`src/inc/asrp_regs.vh`:
```
`ifndef ASRP_REGS_VH
`define ASRP_REGS_VH
// ==========================================================
// register map (byte addresses)
`define ASRP_OFF_CTRL 12'h000
`define ASRP_OFF_STATUS 12'h004
`define ASRP_OFF_MASK 12'h008
`define ASRP_OFF_RESULT 12'h00C
`define ASRP_OFF_STATE 12'h010
// ==========================================================
// control fields
`define ASRP_CTRL_MODE_LO 0
`define ASRP_CTRL_MODE_HI 1
`define ASRP_CTRL_CLK_SRC 2
`define ASRP_CTRL_CLK_INV 3
`define ASRP_CTRL_FRM_POL 4
`define ASRP_CTRL_FMT 5
`define ASRP_CTRL_W 6
`define ASRP_CTRL_RESET 6'h00
`define ASRP_MODE_SERIAL 2'h3
// ==========================================================
// status / mask fields
`define ASRP_ST_READY 0
`define ASRP_ST_LATE 1
`define ASRP_ST_DONE 2
`define ASRP_ST_W 3
`define ASRP_ST_RESET 3'h0
// ==========================================================
// serial geometry and timing
`define ASRP_RES_W 18
`define ASRP_BITS 5'h12
`define ASRP_LAST_BIT 5'h11
`define ASRP_SCLK_PHASES 4
`define ASRP_PH_W 2
`define ASRP_PH_SHIFT 2'h3
`endif

```
`src/rtl/asrp_sync.v`:
```
`timescale 1ns/100ps
// ==========================================================
// two flip-flop level synchroniser, one stage pair per bit
module asrp_sync #(
  parameter WIDTH = 2
) (
  input wire mclk_in, // block clock
  input wire rst_n_in, // async reset, active low
  input wire [WIDTH-1:0] async_in, // levels from outside
  output wire [WIDTH-1:0] sync_out // levels in mclk domain
);
  reg [WIDTH-1:0] meta_q;
  reg [WIDTH-1:0] sync_q;

  // first stage feeds only the second stage
  always @(posedge mclk_in or negedge rst_n_in) begin
    if (!rst_n_in) begin
      meta_q <= {WIDTH{1'b0}};
      sync_q <= {WIDTH{1'b0}};
    end else begin
      meta_q <= async_in;
      sync_q <= meta_q;
    end
  end

  assign sync_out = sync_q;
endmodule // asrp_sync

```
`src/rtl/asrp_port.v`:
```
`timescale 1ns/100ps
`include "asrp_regs.vh"
// How it works
// - parallel bits on shared pins unless mode 3
// - external clock: chain pin is serial input
// - chain level appears after 18 shift periods
// - internal, timing high: shift during conversion
// - internal, timing low: shift after conversion
// - shift result out msb first
// - format select picks binary or twos complement
// - internal clock: bit valid both edges
// - external, no invert: update on rising
// - external, invert: update on falling
// - clock pin output internal, input external
// - frame marker delimits internal-clock data
// - polarity low: marker high while valid
// - polarity high: marker low while valid
// - clock source low makes clock, high follows host
// - invert shift clock in both modes
// - unfinished external read on new result: flag
// - busy from start until result latched
module asrp_port (
  input wire mclk_in, // 10 MHz block clock
  input wire rst_n_in, // async reset, active low
  input wire psel, // apb select
  input wire penable, // apb access phase
  input wire pwrite, // apb direction
  input wire [11:0] paddr, // apb byte address
  input wire [31:0] pwdata, // apb write data
  output wire [31:0] prdata, // apb read data
  output wire pready, // apb ready
  output wire pslverr, // apb error, unmapped address
  output wire irq_out, // level interrupt
  input wire conv_start_in, // converter starts, pulse
  input wire conv_done_in, // converter result valid, pulse
  input wire [17:0] conv_result_in, // straight binary result
  output wire busy_out, // conversion in progress
  output wire late_read_flag_out, // late read pulse
  input wire read_timing_or_chain_input_in, // pin, async
  output wire parallel_bit_ten_out, // bit 10 or serial data
  input wire parallel_bit_eleven_in, // clock pin level
  output wire parallel_bit_eleven_out, // bit 11 or shift clock
  output wire parallel_bit_eleven_oe_n_out, // low drives pin
  output wire parallel_bit_twelve_out // bit 12 or frame marker
);
  // ==========================================================
  // states
  localparam ST_IDLE = 3'b001;
  localparam ST_ARMED = 3'b010;
  localparam ST_SHIFT = 3'b100;

  reg [`ASRP_CTRL_W-1:0] ctrl_q;
  reg [`ASRP_ST_W-1:0] status_q;
  reg [`ASRP_ST_W-1:0] mask_q;
  reg [`ASRP_RES_W-1:0] result_q;
  reg have_result_q;
  reg busy_q;
  reg [2:0] state_q;
  reg [`ASRP_RES_W-1:0] shreg_q;
  reg [4:0] bitcnt_q;
  reg [`ASRP_PH_W-1:0] phase_q;
  reg ext_clk_d_q;
  reg chain_bit_q;
  reg late_q;
  reg [31:0] rdata_q;
  reg slverr_q;
  wire [1:0] pins_sync;
  wire ext_clk_s;
  wire rt_chain_s;
  wire serial_mode;
  wire clk_ext;
  wire clk_inv;
  wire frm_pol;
  wire fmt_bin;
  wire ext_rise;
  wire ext_fall;
  wire upd_edge;
  wire smp_edge;
  wire [`ASRP_RES_W-1:0] coded;
  wire int_start;
  wire int_shift;
  wire int_last;
  wire read_done;
  wire late_ev;
  wire setup_ph;
  wire wr_en;
  wire hit;
  wire sclk_int;

  // ==========================================================
  // configuration, held stable by host during a read
  assign serial_mode = (ctrl_q[`ASRP_CTRL_MODE_HI:`ASRP_CTRL_MODE_LO]
                        == `ASRP_MODE_SERIAL);
  assign clk_ext = ctrl_q[`ASRP_CTRL_CLK_SRC];
  assign clk_inv = ctrl_q[`ASRP_CTRL_CLK_INV];
  assign frm_pol = ctrl_q[`ASRP_CTRL_FRM_POL];
  assign fmt_bin = ctrl_q[`ASRP_CTRL_FMT];

  // ==========================================================
  // pin synchronisers: clock pin and timing/chain pin
  asrp_sync #(
    .WIDTH(2)
  ) u_sync (
    .mclk_in(mclk_in),
    .rst_n_in(rst_n_in),
    .async_in({parallel_bit_eleven_in, read_timing_or_chain_input_in}),
    .sync_out(pins_sync)
  );
  assign ext_clk_s = pins_sync[1];
  assign rt_chain_s = pins_sync[0];

  // edges of the host clock, found on the synchronised copy
  assign ext_rise = ext_clk_s & ~ext_clk_d_q;
  assign ext_fall = ~ext_clk_s & ext_clk_d_q;
  assign upd_edge = clk_inv ? ext_fall : ext_rise;
  assign smp_edge = clk_inv ? ext_rise : ext_fall;

  // twos complement flips the msb of the offset-binary code
  assign coded = fmt_bin ? conv_result_in :
                 {~conv_result_in[`ASRP_RES_W-1],
                  conv_result_in[`ASRP_RES_W-2:0]};

  // ==========================================================
  // internal-clock read control
  // timing high reuses the previous result while converting
  assign int_start = serial_mode & ~clk_ext & (state_q == ST_IDLE) &
                     ((rt_chain_s & conv_start_in & have_result_q) |
                      (~rt_chain_s & conv_done_in));
  assign int_shift = (state_q == ST_SHIFT) & ~clk_ext &
                     (phase_q == `ASRP_PH_SHIFT);
  assign int_last = int_shift & (bitcnt_q == `ASRP_LAST_BIT);
  // clock high in mid phases; data moves only at phase 0,
  // so each bit sits across both edges
  assign sclk_int = (state_q == ST_SHIFT) & ~clk_ext &
                    (phase_q == 2'h1 || phase_q == 2'h2);

  // ==========================================================
  // external-clock read control
  assign late_ev = serial_mode & clk_ext & conv_done_in &
                   (state_q == ST_SHIFT);
  assign read_done = int_last | (serial_mode & clk_ext &
                     upd_edge & (state_q == ST_SHIFT) &
                     (bitcnt_q == `ASRP_LAST_BIT));

  // ==========================================================
  // converter result and busy
  always @(posedge mclk_in or negedge rst_n_in) begin
    if (!rst_n_in) begin
      result_q <= {`ASRP_RES_W{1'b0}};
      have_result_q <= 1'b0;
      busy_q <= 1'b0;
    end else begin
      if (conv_done_in) begin
        result_q <= coded;
        have_result_q <= 1'b1;
        busy_q <= 1'b0;
      end else if (conv_start_in) begin
        busy_q <= 1'b1;
      end
    end
  end

  // ==========================================================
  // shift engine and read state
  always @(posedge mclk_in or negedge rst_n_in) begin
    if (!rst_n_in) begin
      state_q <= ST_IDLE;
      shreg_q <= {`ASRP_RES_W{1'b0}};
      bitcnt_q <= 5'h00;
      phase_q <= {`ASRP_PH_W{1'b0}};
      ext_clk_d_q <= 1'b0;
      chain_bit_q <= 1'b0;
      late_q <= 1'b0;
    end else begin
      ext_clk_d_q <= ext_clk_s;
      late_q <= late_ev;
      // chain level caught on the host sampling edge
      if (smp_edge) begin
        chain_bit_q <= rt_chain_s;
      end
      if (!serial_mode) begin
        state_q <= ST_IDLE;
      end else if (clk_ext) begin
        if (conv_done_in) begin
          // new result replaces any unfinished read
          shreg_q <= coded;
          bitcnt_q <= 5'h00;
          state_q <= ST_ARMED;
        end else if (upd_edge) begin
          // shifting never stops, so later chain bits follow
          shreg_q <= {shreg_q[`ASRP_RES_W-2:0], chain_bit_q};
          case (state_q)
            ST_ARMED: begin
              state_q <= ST_SHIFT;
              bitcnt_q <= 5'h01;
            end
            ST_SHIFT: begin
              if (bitcnt_q == `ASRP_LAST_BIT) begin
                state_q <= ST_IDLE;
              end
              bitcnt_q <= bitcnt_q + 5'h01;
            end
            default: begin
              state_q <= ST_IDLE;
            end
          endcase
        end
      end else begin
        case (state_q)
          ST_IDLE: begin
            if (int_start) begin
              shreg_q <= conv_done_in ? coded : result_q;
              bitcnt_q <= 5'h00;
              phase_q <= {`ASRP_PH_W{1'b0}};
              state_q <= ST_SHIFT;
            end
          end
          ST_SHIFT: begin
            phase_q <= phase_q + 2'h1;
            if (int_last) begin
              state_q <= ST_IDLE;
            end else if (int_shift) begin
              shreg_q <= {shreg_q[`ASRP_RES_W-2:0], 1'b0};
              bitcnt_q <= bitcnt_q + 5'h01;
            end
          end
          default: begin
            state_q <= ST_IDLE;
          end
        endcase
      end
    end
  end

  // ==========================================================
  // apb slave: zero wait, read data captured in setup phase
  assign setup_ph = psel & ~penable;
  assign wr_en = psel & penable & pwrite & ~slverr_q;
  assign hit = (paddr == `ASRP_OFF_CTRL) ||
               (paddr == `ASRP_OFF_STATUS) ||
               (paddr == `ASRP_OFF_MASK) ||
               (paddr == `ASRP_OFF_RESULT) ||
               (paddr == `ASRP_OFF_STATE);

  always @(posedge mclk_in or negedge rst_n_in) begin
    if (!rst_n_in) begin
      rdata_q <= 32'h00000000;
      slverr_q <= 1'b0;
    end else if (setup_ph) begin
      slverr_q <= ~hit;
      if (paddr == `ASRP_OFF_CTRL) begin
        rdata_q <= {26'h0000000, ctrl_q};
      end else if (paddr == `ASRP_OFF_STATUS) begin
        rdata_q <= {29'h00000000, status_q};
      end else if (paddr == `ASRP_OFF_MASK) begin
        rdata_q <= {29'h00000000, mask_q};
      end else if (paddr == `ASRP_OFF_RESULT) begin
        rdata_q <= {14'h0000, result_q};
      end else if (paddr == `ASRP_OFF_STATE) begin
        rdata_q <= {24'h000000, bitcnt_q, state_q};
      end else begin
        rdata_q <= 32'h00000000;
      end
    end
  end

  // ==========================================================
  // control, mask and sticky status; a set beats a clear
  always @(posedge mclk_in or negedge rst_n_in) begin
    if (!rst_n_in) begin
      ctrl_q <= `ASRP_CTRL_RESET;
      mask_q <= `ASRP_ST_RESET;
      status_q <= `ASRP_ST_RESET;
    end else begin
      if (wr_en && paddr == `ASRP_OFF_CTRL) begin
        ctrl_q <= pwdata[`ASRP_CTRL_W-1:0];
      end
      if (wr_en && paddr == `ASRP_OFF_MASK) begin
        mask_q <= pwdata[`ASRP_ST_W-1:0];
      end
      status_q <= (status_q &
                   ~((wr_en && paddr == `ASRP_OFF_STATUS) ?
                     pwdata[`ASRP_ST_W-1:0] : `ASRP_ST_RESET)) |
                  {read_done, late_ev, conv_done_in};
    end
  end

  assign prdata = rdata_q;
  assign pready = 1'b1;
  assign pslverr = psel & penable & slverr_q;
  assign irq_out = |(status_q & mask_q);

  // ==========================================================
  // pin multiplexing between parallel and serial use
  assign busy_out = busy_q;
  assign late_read_flag_out = late_q;
  assign parallel_bit_ten_out = serial_mode ?
                                shreg_q[`ASRP_RES_W-1] :
                                result_q[10];
  assign parallel_bit_eleven_out = serial_mode ?
                                   (sclk_int ^ clk_inv) :
                                   result_q[11];
  assign parallel_bit_eleven_oe_n_out = serial_mode & clk_ext;
  // marker active only for internal-clock frames
  assign parallel_bit_twelve_out = serial_mode ?
    (((state_q == ST_SHIFT) & ~clk_ext) ^ frm_pol) :
    result_q[12];
endmodule // asrp_port

```
`config.mk`:
```
export PLATFORM = sky130hd
export DESIGN_NAME = asrp_port
export DESIGN_NICKNAME = d
export VERILOG_FILES = /design/src/rtl/asrp_sync.v /design/src/rtl/asrp_port.v
export VERILOG_INCLUDE_DIRS = /design/src /design/src/inc
export SDC_FILE = /design/constraint.sdc
export NUM_CORES = 1
export LEC_CHECK = 0
export BUFFER_PORTS_ARGS = -buffer_cell sky130_fd_sc_hd__buf_2
export CORE_UTILIZATION = 41
export DETAILED_ROUTE_END_ITERATION = 8
export REMOVE_ABC_BUFFERS = 1
export SYNTH_ARGS = -nofsm -noshare
export SYNTH_HDL_FRONTEND = slang
export SYNTH_SLANG_ARGS = --single-unit
```
`constraint.sdc`:
```
create_clock -name mclk_in -period 2.1 [get_ports mclk_in]
set_input_delay 0.105 -clock mclk_in [delete_from_list [all_inputs] [get_ports mclk_in]]
set_output_delay 0.105 -clock mclk_in [all_outputs]
set_load 0.05 [all_outputs]
```
# Word-level counts from Yosys, hierarchy flattened
# Index checks and enable logic that the tools add are counted.
dict set report word_totals {
  register_bits 100
  word_cells 138
}
dict set report classes {
  add_sub_neg 2
  n_eq_ne 22
  mux 41
  n_bitwise 39
  n_reduce_logical 17
}
# op n
set ops {}
lappend ops {{2-to-1 mux 18 bit} 12}
lappend ops {{case mux 18 bit (2 select lines)} 1}
lappend ops {{2-to-1 mux 5 bit} 6}
lappend ops {{== test 12 x 4 -> 1 bit (second input constant)} 2}
lappend ops {{2-to-1 mux 3 bit} 8}
lappend ops {{bitwise AND 1 bit} 23}
lappend ops {{case mux 5 bit (2 select lines)} 2}
lappend ops {{== test 12 x 3 -> 1 bit (second input constant)} 1}
lappend ops {{== test 12 x 5 -> 1 bit (second input constant)} 1}
lappend ops {{zero test 12 bit} 1}
lappend ops {{case mux 3 bit (2 select lines)} 2}
lappend ops {{!= test 3 bit (second input constant)} 3}
lappend ops {{2-to-1 mux 8 bit} 1}
lappend ops {{!= test 4 bit (second input constant)} 2}
lappend ops {{NOT 1 bit} 8}
lappend ops {{AND reduction 4 bit} 2}
lappend ops {{2-to-1 mux 1 bit} 7}
lappend ops {{AND reduction 7 bit} 1}
lappend ops {{bitwise AND 3 bit} 2}
lappend ops {{== test 2 bit (second input constant)} 3}
lappend ops {{AND reduction 6 bit} 1}
lappend ops {{adder 5 x 1 -> 5 bit (second input constant)} 1}
lappend ops {{== test 5 bit (second input constant)} 1}
lappend ops {{logical OR 1 bit} 5}
lappend ops {{20 further kinds} 25}

# Longest topological paths before layout
# Gate-level depths: netlist (run 1).
dict set report depth {
  ltp_word 8
  ltp_mapped 8
  mapped_depth_nobuf 7
}

# Hierarchy
# A second synthesis (run 1) with hierarchy kept.
dict set report unflattened {
  hier_cells 533
  area_unflattened_um2 4640.7
}
# mod n_inst cells_each area_per_inst_um2 seq_area_each_um2
set modules_own_cells {}
lappend modules_own_cells {asrp_port 1 529 4540.6 2053.2}
lappend modules_own_cells {asrp_sync 1 4 100.1 100.1}

# Worst setup path before layout (run 1)
# No wires, ideal clock.
dict set report synth_timing {
  path_type {reg-to-output}
  from {reg state_q[0]}
  to {out parallel_bit_eleven_out}
  arrival_time_ns 2.360
  required_time_ns 1.995
  setup_slack_ns -0.365
  stages_incl_launch_ff 6
  n_path_buf 1
  path_cell_list {dfstp_2 -> buf_4 -> nor4b_2 -> nand2_1 -> xor2_1 -> o21ai_0}
}
dict set report synth_via {
  elab_chain_cells 5
}
# element line_no
set synth_lines {}
lappend synth_lines {{start, declared} asrp_port.v:58} ;# reg [2:0] state_q;
lappend synth_lines {{start signal, assigned} asrp_port.v:167} ;# state_q <= ST_IDLE;
lappend synth_lines {{start signal, assigned} asrp_port.v:182} ;# state_q <= ST_IDLE;
lappend synth_lines {{start signal, assigned} asrp_port.v:188} ;# state_q <= ST_ARMED;
lappend synth_lines {{== test 3 bit} asrp_port.v:134} ;# assign sclk_int = (state_q == ST_SHIFT) & ~clk_ext &
lappend synth_lines {{bitwise AND 1 bit (2 in series)} asrp_port.v:134}
lappend synth_lines {{bitwise XOR 1 bit} asrp_port.v:301} ;# (sclk_int ^ clk_inv) :
lappend synth_lines {{2-to-1 mux 1 bit} asrp_port.v:300} ;# assign parallel_bit_eleven_out = serial_mode ?
lappend synth_lines {{end, declared} asrp_port.v:42} ;# output wire parallel_bit_eleven_out,
# Every way passes these cells.

# Worst setup path in the final report (run 1)
dict set report layout_timing {
  from {reg bitcnt_q[0]}
  to {reg bitcnt_q[3]}
}
dict set report layout_via {
  elab_chain_cells 5
  elab_cells_between_ends 12
  cone_classes {add/sub: 1; eq/ne: 2; mux: 7; bitwise: 1; reduce/logical: 1}
}
# element line_no
set layout_lines {}
lappend layout_lines {{start, declared} asrp_port.v:60} ;# reg [4:0] bitcnt_q;
lappend layout_lines {{start signal, assigned} asrp_port.v:201} ;# bitcnt_q <= bitcnt_q + 5'h01;
lappend layout_lines {{start signal, assigned} asrp_port.v:224} ;# bitcnt_q <= bitcnt_q + 5'h01;
lappend layout_lines {{adder 5 x 1 -> 5 bit} {asrp_port.v:201, asrp_port.v:224}}
lappend layout_lines {{2-to-1 mux 5 bit / case mux 5 bit (2 select lines) (equally long branches)} {asrp_port.v:222, asrp_port.v:192}}
lappend layout_lines {{2-to-1 mux 5 bit (on tied branches)} {asrp_port.v:220, asrp_port.v:189}}
lappend layout_lines {{case mux 5 bit (2 select lines) / 2-to-1 mux 5 bit (equally long branches)} {asrp_port.v:209, asrp_port.v:184}}
lappend layout_lines {{2-to-1 mux 5 bit} asrp_port.v:183} ;# end else if (clk_ext) begin
# Several ways; a longest one is shown, not always the timed one. The select of a mux whose other input is x is not followed.
# A chain may end at the register's enable or synchronous reset.

==> metrics, run 1 <==
status complete, no violations; DIE HEIGHT 106 um; Root Buffer clkbuf_8; CP endpoint kind flop; Layout fillers 961; Die Wd 106 um; vias in the first global route 3453; Port Buffers 70; P&R area growth vs syn 22.4%; Required @ worst endpoint 2350 ps; Async SR Flop Fraction 100%; via count 3605; relative slew slack 64.0%; clk sinks 86; DP Wirelength 7620 um; DR WL/cell 16.2 um; Post-Syn Area 4410 um2; final hold viol count 0; DP Area 4970 um2; share of cells above drive strength 1 31.9%; Post-Syn Area per Cell 10.3 um2; HP Class in -> reg; crit path cell chain ha_1 > and4bb_2 > o22ai_2 > o211ai_2 > or3_1 > o31ai_1; EDFF count, synth 0; max frequency 495 MHz; startpoint types flop; DRT Pass-1 Iters 8; first-pass GRT wire length 17400 um; Setup Viol. Count Final 0; hold path endpoint result_q[15]$_DFF_PN0_; RSZ-0062 raised after global routing true; Max Cap Viol 0; final wirelength 10700 um; Yosys reg bits 86; Pleak 2.53 nW; CP max stage delay 390 ps; Crit Path Max Fanout 4; PD cells 661 nW/um2; fin area 5400 um2; DR iter-0 viols 241; clk_lat worst skew 350 ps; remaining routing DRC violations 0; total congestion overflow 0; most frequent cells in the layout dfrtp_1 (83), buf_2 (67), nand2_1 (48); RD Place Congestion 0.827; initial antenna violation count 0; cell count after synthesis 430; register area 2160 um2; core area 10400 um2; detailed-route vias per instance 5.44; Clock Path Buffers 2; worst r2r dst bitcnt_q[3]$_DFFE_PN0P_; Peak VDD IR 0.000375 V; Critical-path top delay cell dfrtp_1; placed insts 634; kind of critical path reg -> reg; Reg-to-Reg Start bitcnt_q[0]$_DFFE_PN0P_; Final WS setup 81.1 ps; fin. max-slew vios 0; worst-margin pin slew 540 ps; pre-CTS setup slack 113 ps; All-Layer GR Usage 20.0%; H-tree lvl count 3; Period Utilization, post-route 96.1%; largest net degree at the start of global routing 48; Inserted Diodes 0; Layout Cells excl Fill 663; skew final 8.81 ps; Final nets 596; Multi-input gate area 2040 um2; ys flop type dfrtp_1; Rows 37; fin crit period 2020 ps; commonest non-fill, non-tap cell in the layout dfrtp_1; die area 11200 um2; sequential-to-total area share from yosys stat 48.8%; worst reg2reg path depth 6; post-synth cell types 62; Ys Warns 0; Hold Path Stages 2; setup TNS 0 ps; Worst-path clk slew 90 ps; CTS tree done; total CTS buffers 9; WP data arrival 2270 ps; worst hold start conv_result_in[15]; Tot Pwr 3.57 mW; # IOs 112; Reg2Reg Setup Slack 80 ps; post-route ant nets 0; initial core utilization 42.5%
==> worst max path at each step <==
stage          slack (ps)                    start                 endpoint  cells past startpoint
6_report               80  bitcnt_q[0]$_DFFE_PN0P_  bitcnt_q[3]$_DFFE_PN0P_                      6
3_5_place_dp          110  bitcnt_q[0]$_DFFE_PN0P_  bitcnt_q[3]$_DFFE_PN0P_                      6
5_1_grt               -30   state_q[1]$_DFFE_PN0P_  parallel_bit_eleven_out                      5
2_1_floorplan        -480    ctrl_q[2]$_DFFE_PN0P_  parallel_bit_eleven_out                      4
4_1_cts                 9   state_q[2]$_DFFE_PN0P_  parallel_bit_eleven_out                      5
3_3_place_gp          150   state_q[0]$_DFFE_PN1P_  bitcnt_q[4]$_DFFE_PN0P_                      5
==> what timing repair did <==
| item | CTS | global route |
|---|---|---|
| setup endpoints to repair | 2 | 10 |
| hold buffers | 9 | 3 |
| buffers inserted | 0 | 1 |
| endpoints found under the hold margin | 47 | 3 |
| gates resized for setup | 4 | 9 |
==> critical path, delay by kind of cell, from the launching register on <==
| kind | cells | cell delay, ps |
|---|---|---|
| fa+ha+maj | 1 | 190 |
| simple gates | 2 | 640 |
| compound gates | 3 | 690 |
| flops | 1 | 390 |
==> stage by stage <==
step / utilization (%) / hold slack [ps]
floorplan: - / -191
global placement: 48.0 / 121
detailed placement: 48.0 / 122
CTS: 51.4 / 3.10
global route: 52.0 / 2.36
finish: 52.0 / 19.2
==> area by class of cell <==
class | instances | area share (%)
clock buffers | 11 | 2.81
clock inverters | 5 | 1.95
inverters | 12 | 0.835
multi-input cells | 302 | 37.9
flip-flops and latches | 86 | 39.9
well taps | 136 | 3.15
repair buffers | 111 | 13.4
==> sequential cells by signal (all words and copies together) (netlist names), 3 cells and up <==
signal and flops:
result_q 18, shreg_q 18, status_q 3, mask_q 3
bitcnt_q 5, ctrl_q 6, state_q 3, prdata 18
==> where the power goes <==
group | switching, mW | internal (mW) | leakage, nW | total [mW]
Sequential | 0.0300 | 1.70 | 1.12 | 1.73
Combinational | 0.235 | 0.139 | 1.29 | 0.374
Clock | 0.607 | 0.855 | 0.122 | 1.46
Total | 0.871 | 2.70 | 2.53 | 3.57
==> kinds of logic after synthesis <==
group / Yosys count / share of synthesized area [%]
AOI/OAI and AO/OA: 114 / 19.0
xor gates and xnor gates: 4 / 0.795
adders and majority gates: 3 / 0.851
buffers and inverters: 55 / 6.67
DFF: 86 / 48.8
muxes: 30 / 7.63
other: 2 / 0.170
and+or+nand+nor: 136 / 16.0
==> per-layer routing <==
layer  wire length, um  vias up  global-route usage, %
met5                 0        -                      0
met3               547       14                   4.89
met1              5100     1760                   27.8
met2              4940      108                   31.2
met4               144        0                   4.86
li1                  -     1723                      -
==> synthesized netlist by cell type, drive strengths merged, types with 3 or more instances <==
library cell	count	area, um2
dfrtp	85	2130
nand2	48	180
o21ai	31	155
buf	29	196
mux2	29	327
nor2	23	93.8
and3	19	119
a221oi	17	149
a21oi	14	73.8
clkbuf	14	52.6
inv	11	41.3
a22o	10	87.6
o31ai	10	75.1
nand3	7	35.0
nor3	7	35.0
a22oi	5	37.5
nand2b	5	31.3
nor2b	5	31.3
o22ai	5	37.5
or3	4	25.0
a222oi	3	30.0
and2	3	18.8
ha	3	37.5
o32a	3	30.0
or3b	3	26.3
xnor2	3	26.3
Note: power is estimated with default switching activity, not from simulation.
==> run 2, diff against run 1 <==
==> constraint.sdc (replaced) <==
create_clock -name mclk_in -period 2.1 [get_ports mclk_in]
set_input_delay 0.63 -clock mclk_in [delete_from_list [all_inputs] [get_ports mclk_in]]
set_output_delay 0.63 -clock mclk_in [all_outputs]
set_load 0.05 [all_outputs]
==> metrics, run 2 (synthesis results as in run 1) <==
relative slew slack 65.7%; final hold viol count 0; Port Buffers 70; via count 3626; CP endpoint kind primary output; Final WS setup -293 ps; post-route ant nets 0; All-Layer GR Usage 19.9%; failing checks negative setup slack; DRT Pass-1 Iters 5; Required @ worst endpoint 1470 ps; # IOs 112; share of cells above drive strength 1 34.9%; max frequency 418 MHz; RD Place Congestion 0.860; largest net degree at the start of global routing 37; Pleak 2.53 nW; P&R area growth vs syn 21.3%; CTS tree done; Final nets 596; startpoint types flop; sequential group share of total power 54.1%; CTS hold repair buffers 0; fin area 5350 um2; Reg-to-Reg Start state_q[0]$_DFFE_PN1P_; worst hold slack 216 ps; final wirelength 10800 um; Worst-path clk slew 90 ps; Switching Share 28.0%; fin crit period 2390 ps; initial core utilization 42.5%; Peak VDD IR 0.000308 V; Inserted Diodes 0; H-tree lvl count 3; Setup Viol. Count Final 2; Period Utilization, post-route 114%; Rows 37; RSZ-0062 raised after global routing true; Combinational Power Share 11.5%; internal power 2.31 mW; Die Wd 106 um; die area 11200 um2; DR WL/cell 16.3 um; worst reg2reg path depth 6; total CTS buffers 9; worst-margin pin slew 510 ps; first-pass GRT wire length 17400 um; DR iter-0 viols 165; initial antenna violation count 0; DP Area 5060 um2; Root Buffer clkbuf_8; Critical-path top delay cell dfrtp_1; status finished, violations left; DIE HEIGHT 106 um; kind of critical path reg -> out; detailed-route vias per instance 5.47; PD cells 599 nW/um2; skew final 11.7 ps; HP Class in -> async; clock group share of total power 34.3%; vias in the first global route 3455; commonest non-fill, non-tap cell in the layout dfrtp_1; Max Cap Viol 0; Psw 0.897 mW; crit path cell chain nor4b_2 > buf_4 > nand2_4 > xor2_2 > o21ai_2 > buf_6; remaining routing DRC violations 0; most frequent cells in the layout dfrtp_1 (83), buf_2 (64), nand2_1 (46); DP Wirelength 7720 um; Reg2Reg Setup Slack 130 ps; fin. max-slew vios 0; Clock Path Buffers 2; clk_lat worst skew 360 ps; core area 10400 um2; WP data arrival 1760 ps; clk sinks 86; Crit Path Max Fanout 3; total congestion overflow 0; CP max stage delay 390 ps; worst r2r dst bitcnt_q[1]$_DFFE_PN0P_
==> run 2: cell types whose count changed in the layout (fill, tap and decap cells not counted), sizes merged <==
cell,delta
buf,+10
clkbuf,+1
clkinv,+1
bufinv,-3
inv,+2
clkinvlp,+1
dlygate4sd3,-12
==> run 2: repair_timing <==
item,in CTS,in global routing
setup buffers,1,2
gates resized for setup,7,20
gates cloned,0,0
pin swaps,1,6
setup endpoints to repair,4,21
==> run 2: final cells by class <==
class	count	area, um2
clock inverters	6	45.0
well taps	136	170
inverters	12	45.0
flip-flops and latches	86	2160
multi-input cells	302	2070
fillers	966	5020
clock buffers	10	138
repair buffers	111	726
==> run 2: how the worst max path moves through the flow <==
stage,from,endpoint
floorplan,ctrl_q[2]$_DFFE_PN0P_,parallel_bit_eleven_out
global placement,paddr[7],ctrl_q[2]$_DFFE_PN0P_
detailed placement,paddr[7],ctrl_q[2]$_DFFE_PN0P_
CTS,state_q[1]$_DFFE_PN0P_,parallel_bit_eleven_out
global route,state_q[1]$_DFFE_PN0P_,parallel_bit_eleven_out
finish,state_q[1]$_DFFE_PN0P_,parallel_bit_eleven_out
==> run 2: critical path: cells and delay by family, from the launching register on <==
kind,cells,cell delay (ps)
AND/OR/NAND/NOR,2,340
AO/OA/AOI/OAI,1,150
buffers and inverters,2,370
XOR/XNOR,1,150
flip-flops,1,390
==> run 2: power by group through the flow <==
stage | sequential [mW] | clock [mW] | combinational, mW
2_1_floorplan | 1.76 | 0 | 0.203
3_3_place_gp | 1.76 | 0 | 0.360
3_5_place_dp | 1.77 | 0 | 0.363
4_1_cts | 1.73 | 1.12 | 0.369
5_1_grt | 1.74 | 1.19 | 0.405
6_report | 1.73 | 1.10 | 0.369
==> run 2: through the flow <==
stage	util (%)	total power [mW]	worst slack [ps]	TNS (ps)	instances
after floorplan	-	1.96	-1010	-9080	400
after global placement	48.8	2.12	-172	-1630	644
after detailed placement	48.8	2.13	-198	-2100	644
after CTS	50.8	3.22	-337	-628	661
after global routing	51.6	3.33	-382	-766	663
final	51.6	3.20	-293	-562	663
==> run 2: layer usage <==
layer	wire [um]	track usage (%)	vias to the layer above
li1	-	-	1730
met1	5210	28.1	1775
met2	4870	31.3	112
met3	588	3.03	9
met4	119	6.94	0
met5	0	0	-
==> run 3, diff against run 2 <==
--- a/config.mk
+++ b/config.mk
@@ -7,7 +7,7 @@
 export NUM_CORES = 1
 export LEC_CHECK = 0
 export BUFFER_PORTS_ARGS = -buffer_cell sky130_fd_sc_hd__buf_2
-export CORE_UTILIZATION = 41
+export CORE_UTILIZATION = 30
 export DETAILED_ROUTE_END_ITERATION = 8
 export REMOVE_ABC_BUFFERS = 1
 export SYNTH_ARGS = -nofsm -noshare
==> metrics, run 3 (synthesis results as in run 1) <==
fin. max-slew vios 0; Rows 43; Layout Cells excl Fill 709; skew final 4.69 ps; via count 3689; Crit Path Max Fanout 2; P&R area growth vs syn 26.7%; Die Wd 123 um; setup TNS -488 ps; DP Wirelength 8280 um; Reg2Reg Setup Slack 90 ps; startpoint types flop; PD cells 664 nW/um2; final hold viol count 0; clock group share of total power 43.2%; fin crit period 2370 ps; initial core utilization 31.3%; Setup Viol. Count Final 2; Critical-path top delay cell dfrtp_1; placed insts 687; clk sinks 86; DRT Pass-1 Iters 5; Required @ worst endpoint 1470 ps; Combinational Power Share 10.1%; Tot Pwr 3.71 mW; Inserted Diodes 0; worst reg2reg path depth 6; vias in the first global route 3517; Worst-path clk slew 60 ps; failing checks negative setup slack; Pleak 2.61 nW; detailed-route vias per instance 5.20; share of cells above drive strength 1 34.4%; Peak VDD IR 0.000499 V; most frequent cells in the layout dfrtp_1 (82), buf_2 (64), nand2_1 (46); Port Buffers 70; DR WL/cell 16.4 um; RSZ-0062 raised after global routing true; worst r2r dst bitcnt_q[4]$_DFFE_PN0P_; die area 15200 um2; initial antenna violation count 0; Reg-to-Reg Start state_q[0]$_DFFE_PN1P_; DR iter-0 viols 247; HP Class in -> async; worst-margin pin slew 546 ps; Final nets 598; H-tree lvl count 3; kind of critical path reg -> out; remaining routing DRC violations 0; commonest non-fill, non-tap cell in the layout dfrtp_1; largest net degree at the start of global routing 45; crit path cell chain nor4b_4 > nand2_1 > xor2_1 > o21ai_1 > buf_6; Layout fillers 1389; clk_lat worst skew 340 ps; RD Place Congestion 0.852; Switching Share 25.4%; # IOs 112; status finished, violations left; total congestion overflow 0; Final WS setup -274 ps; final wirelength 11700 um; CTS tree done; worst hold slack 215 ps; max frequency 421 MHz; DIE HEIGHT 123 um; first-pass GRT wire length 18500 um; pre-CTS setup slack -232 ps; post-route ant nets 0; Psw 0.942 mW; sequential group share of total power 46.7%; total CTS buffers 9; Worst Setup SP state_q[1]$_DFFE_PN0P_; Root Buffer clkbuf_16; WP data arrival 1740 ps; All-Layer GR Usage 16.1%; CP endpoint kind primary output; Clock Path Buffers 2; Period Utilization, post-route 113%; relative slew slack 63.3%; internal power 2.77 mW; CP max stage delay 410 ps; core area 14100 um2; Max Cap Viol 0
-- run 3: cell type report --
cell class	count	area [um2]	area share (%)
clock buffers	11	233	4.16
clock inverters	5	60.1	1.07
inverters	12	45.0	0.806
multi-input cells	302	2040	36.6
flip-flops and latches	86	2160	38.6
well taps	180	225	4.03
repair buffers	113	823	14.7
-- run 3: per-layer routing --
| metal | up-vias | share of wire (%) | global-route usage (%) |
|---|---|---|---|
| met2 | 118 | 46 | 25.2 |
| li1 | 1732 | - | - |
| met1 | 1826 | 48 | 22.6 |
| met3 | 13 | 5.4 | 3.09 |
| met5 | - | 0 | 0 |
| met4 | 0 | 1.1 | 4.29 |
-- run 3: worst max-delay path, delay by kind of cell, from the launching register on --
| family | cells | cell delay (ps) |
|---|---|---|
| AND/OR/NAND/NOR | 2 | 460 |
| flip-flops | 1 | 410 |
| AO/OA/AOI/OAI | 1 | 180 |
| buffers and inverters | 1 | 180 |
| XOR/XNOR | 1 | 170 |
-- run 3: timing repair --
item,4_1_cts,5_1_grt
resized for setup,18,13
gates cloned,1,0
pin swaps,0,1
endpoints found under the setup margin,4,29
setup buffers,3,3
hold endpoints to repair,0,0
hold buffers,0,0
-- run 3: per-stage QoR --
| stage | util (%) | cell area, um2 |
|---|---|---|
| CTS | 39.4 | 5560 |
| global placement | 36.5 | 5150 |
| global route | 39.6 | 5590 |
| finish | 39.6 | 5590 |
| floorplan | - | 4210 |
| detailed placement | 36.5 | 5150 |
-- run 3: power groups by stage --
stage                     Clock, mW  Sequential, mW  Combinational, mW
after floorplan                   0            1.76              0.203
after global placement            0            1.76              0.365
after detailed placement          0            1.76              0.372
after global routing           1.69            1.74              0.411
final                          1.60            1.73              0.374
after CTS                      1.63            1.73              0.379
-- run 3: how the worst max path moves through the flow --
stage,end
after global placement,ctrl_q[2]$_DFFE_PN0P_
final,parallel_bit_eleven_out
after floorplan,parallel_bit_eleven_out
after global routing,parallel_bit_eleven_out
after CTS,parallel_bit_eleven_out
after detailed placement,ctrl_q[4]$_DFFE_PN0P_
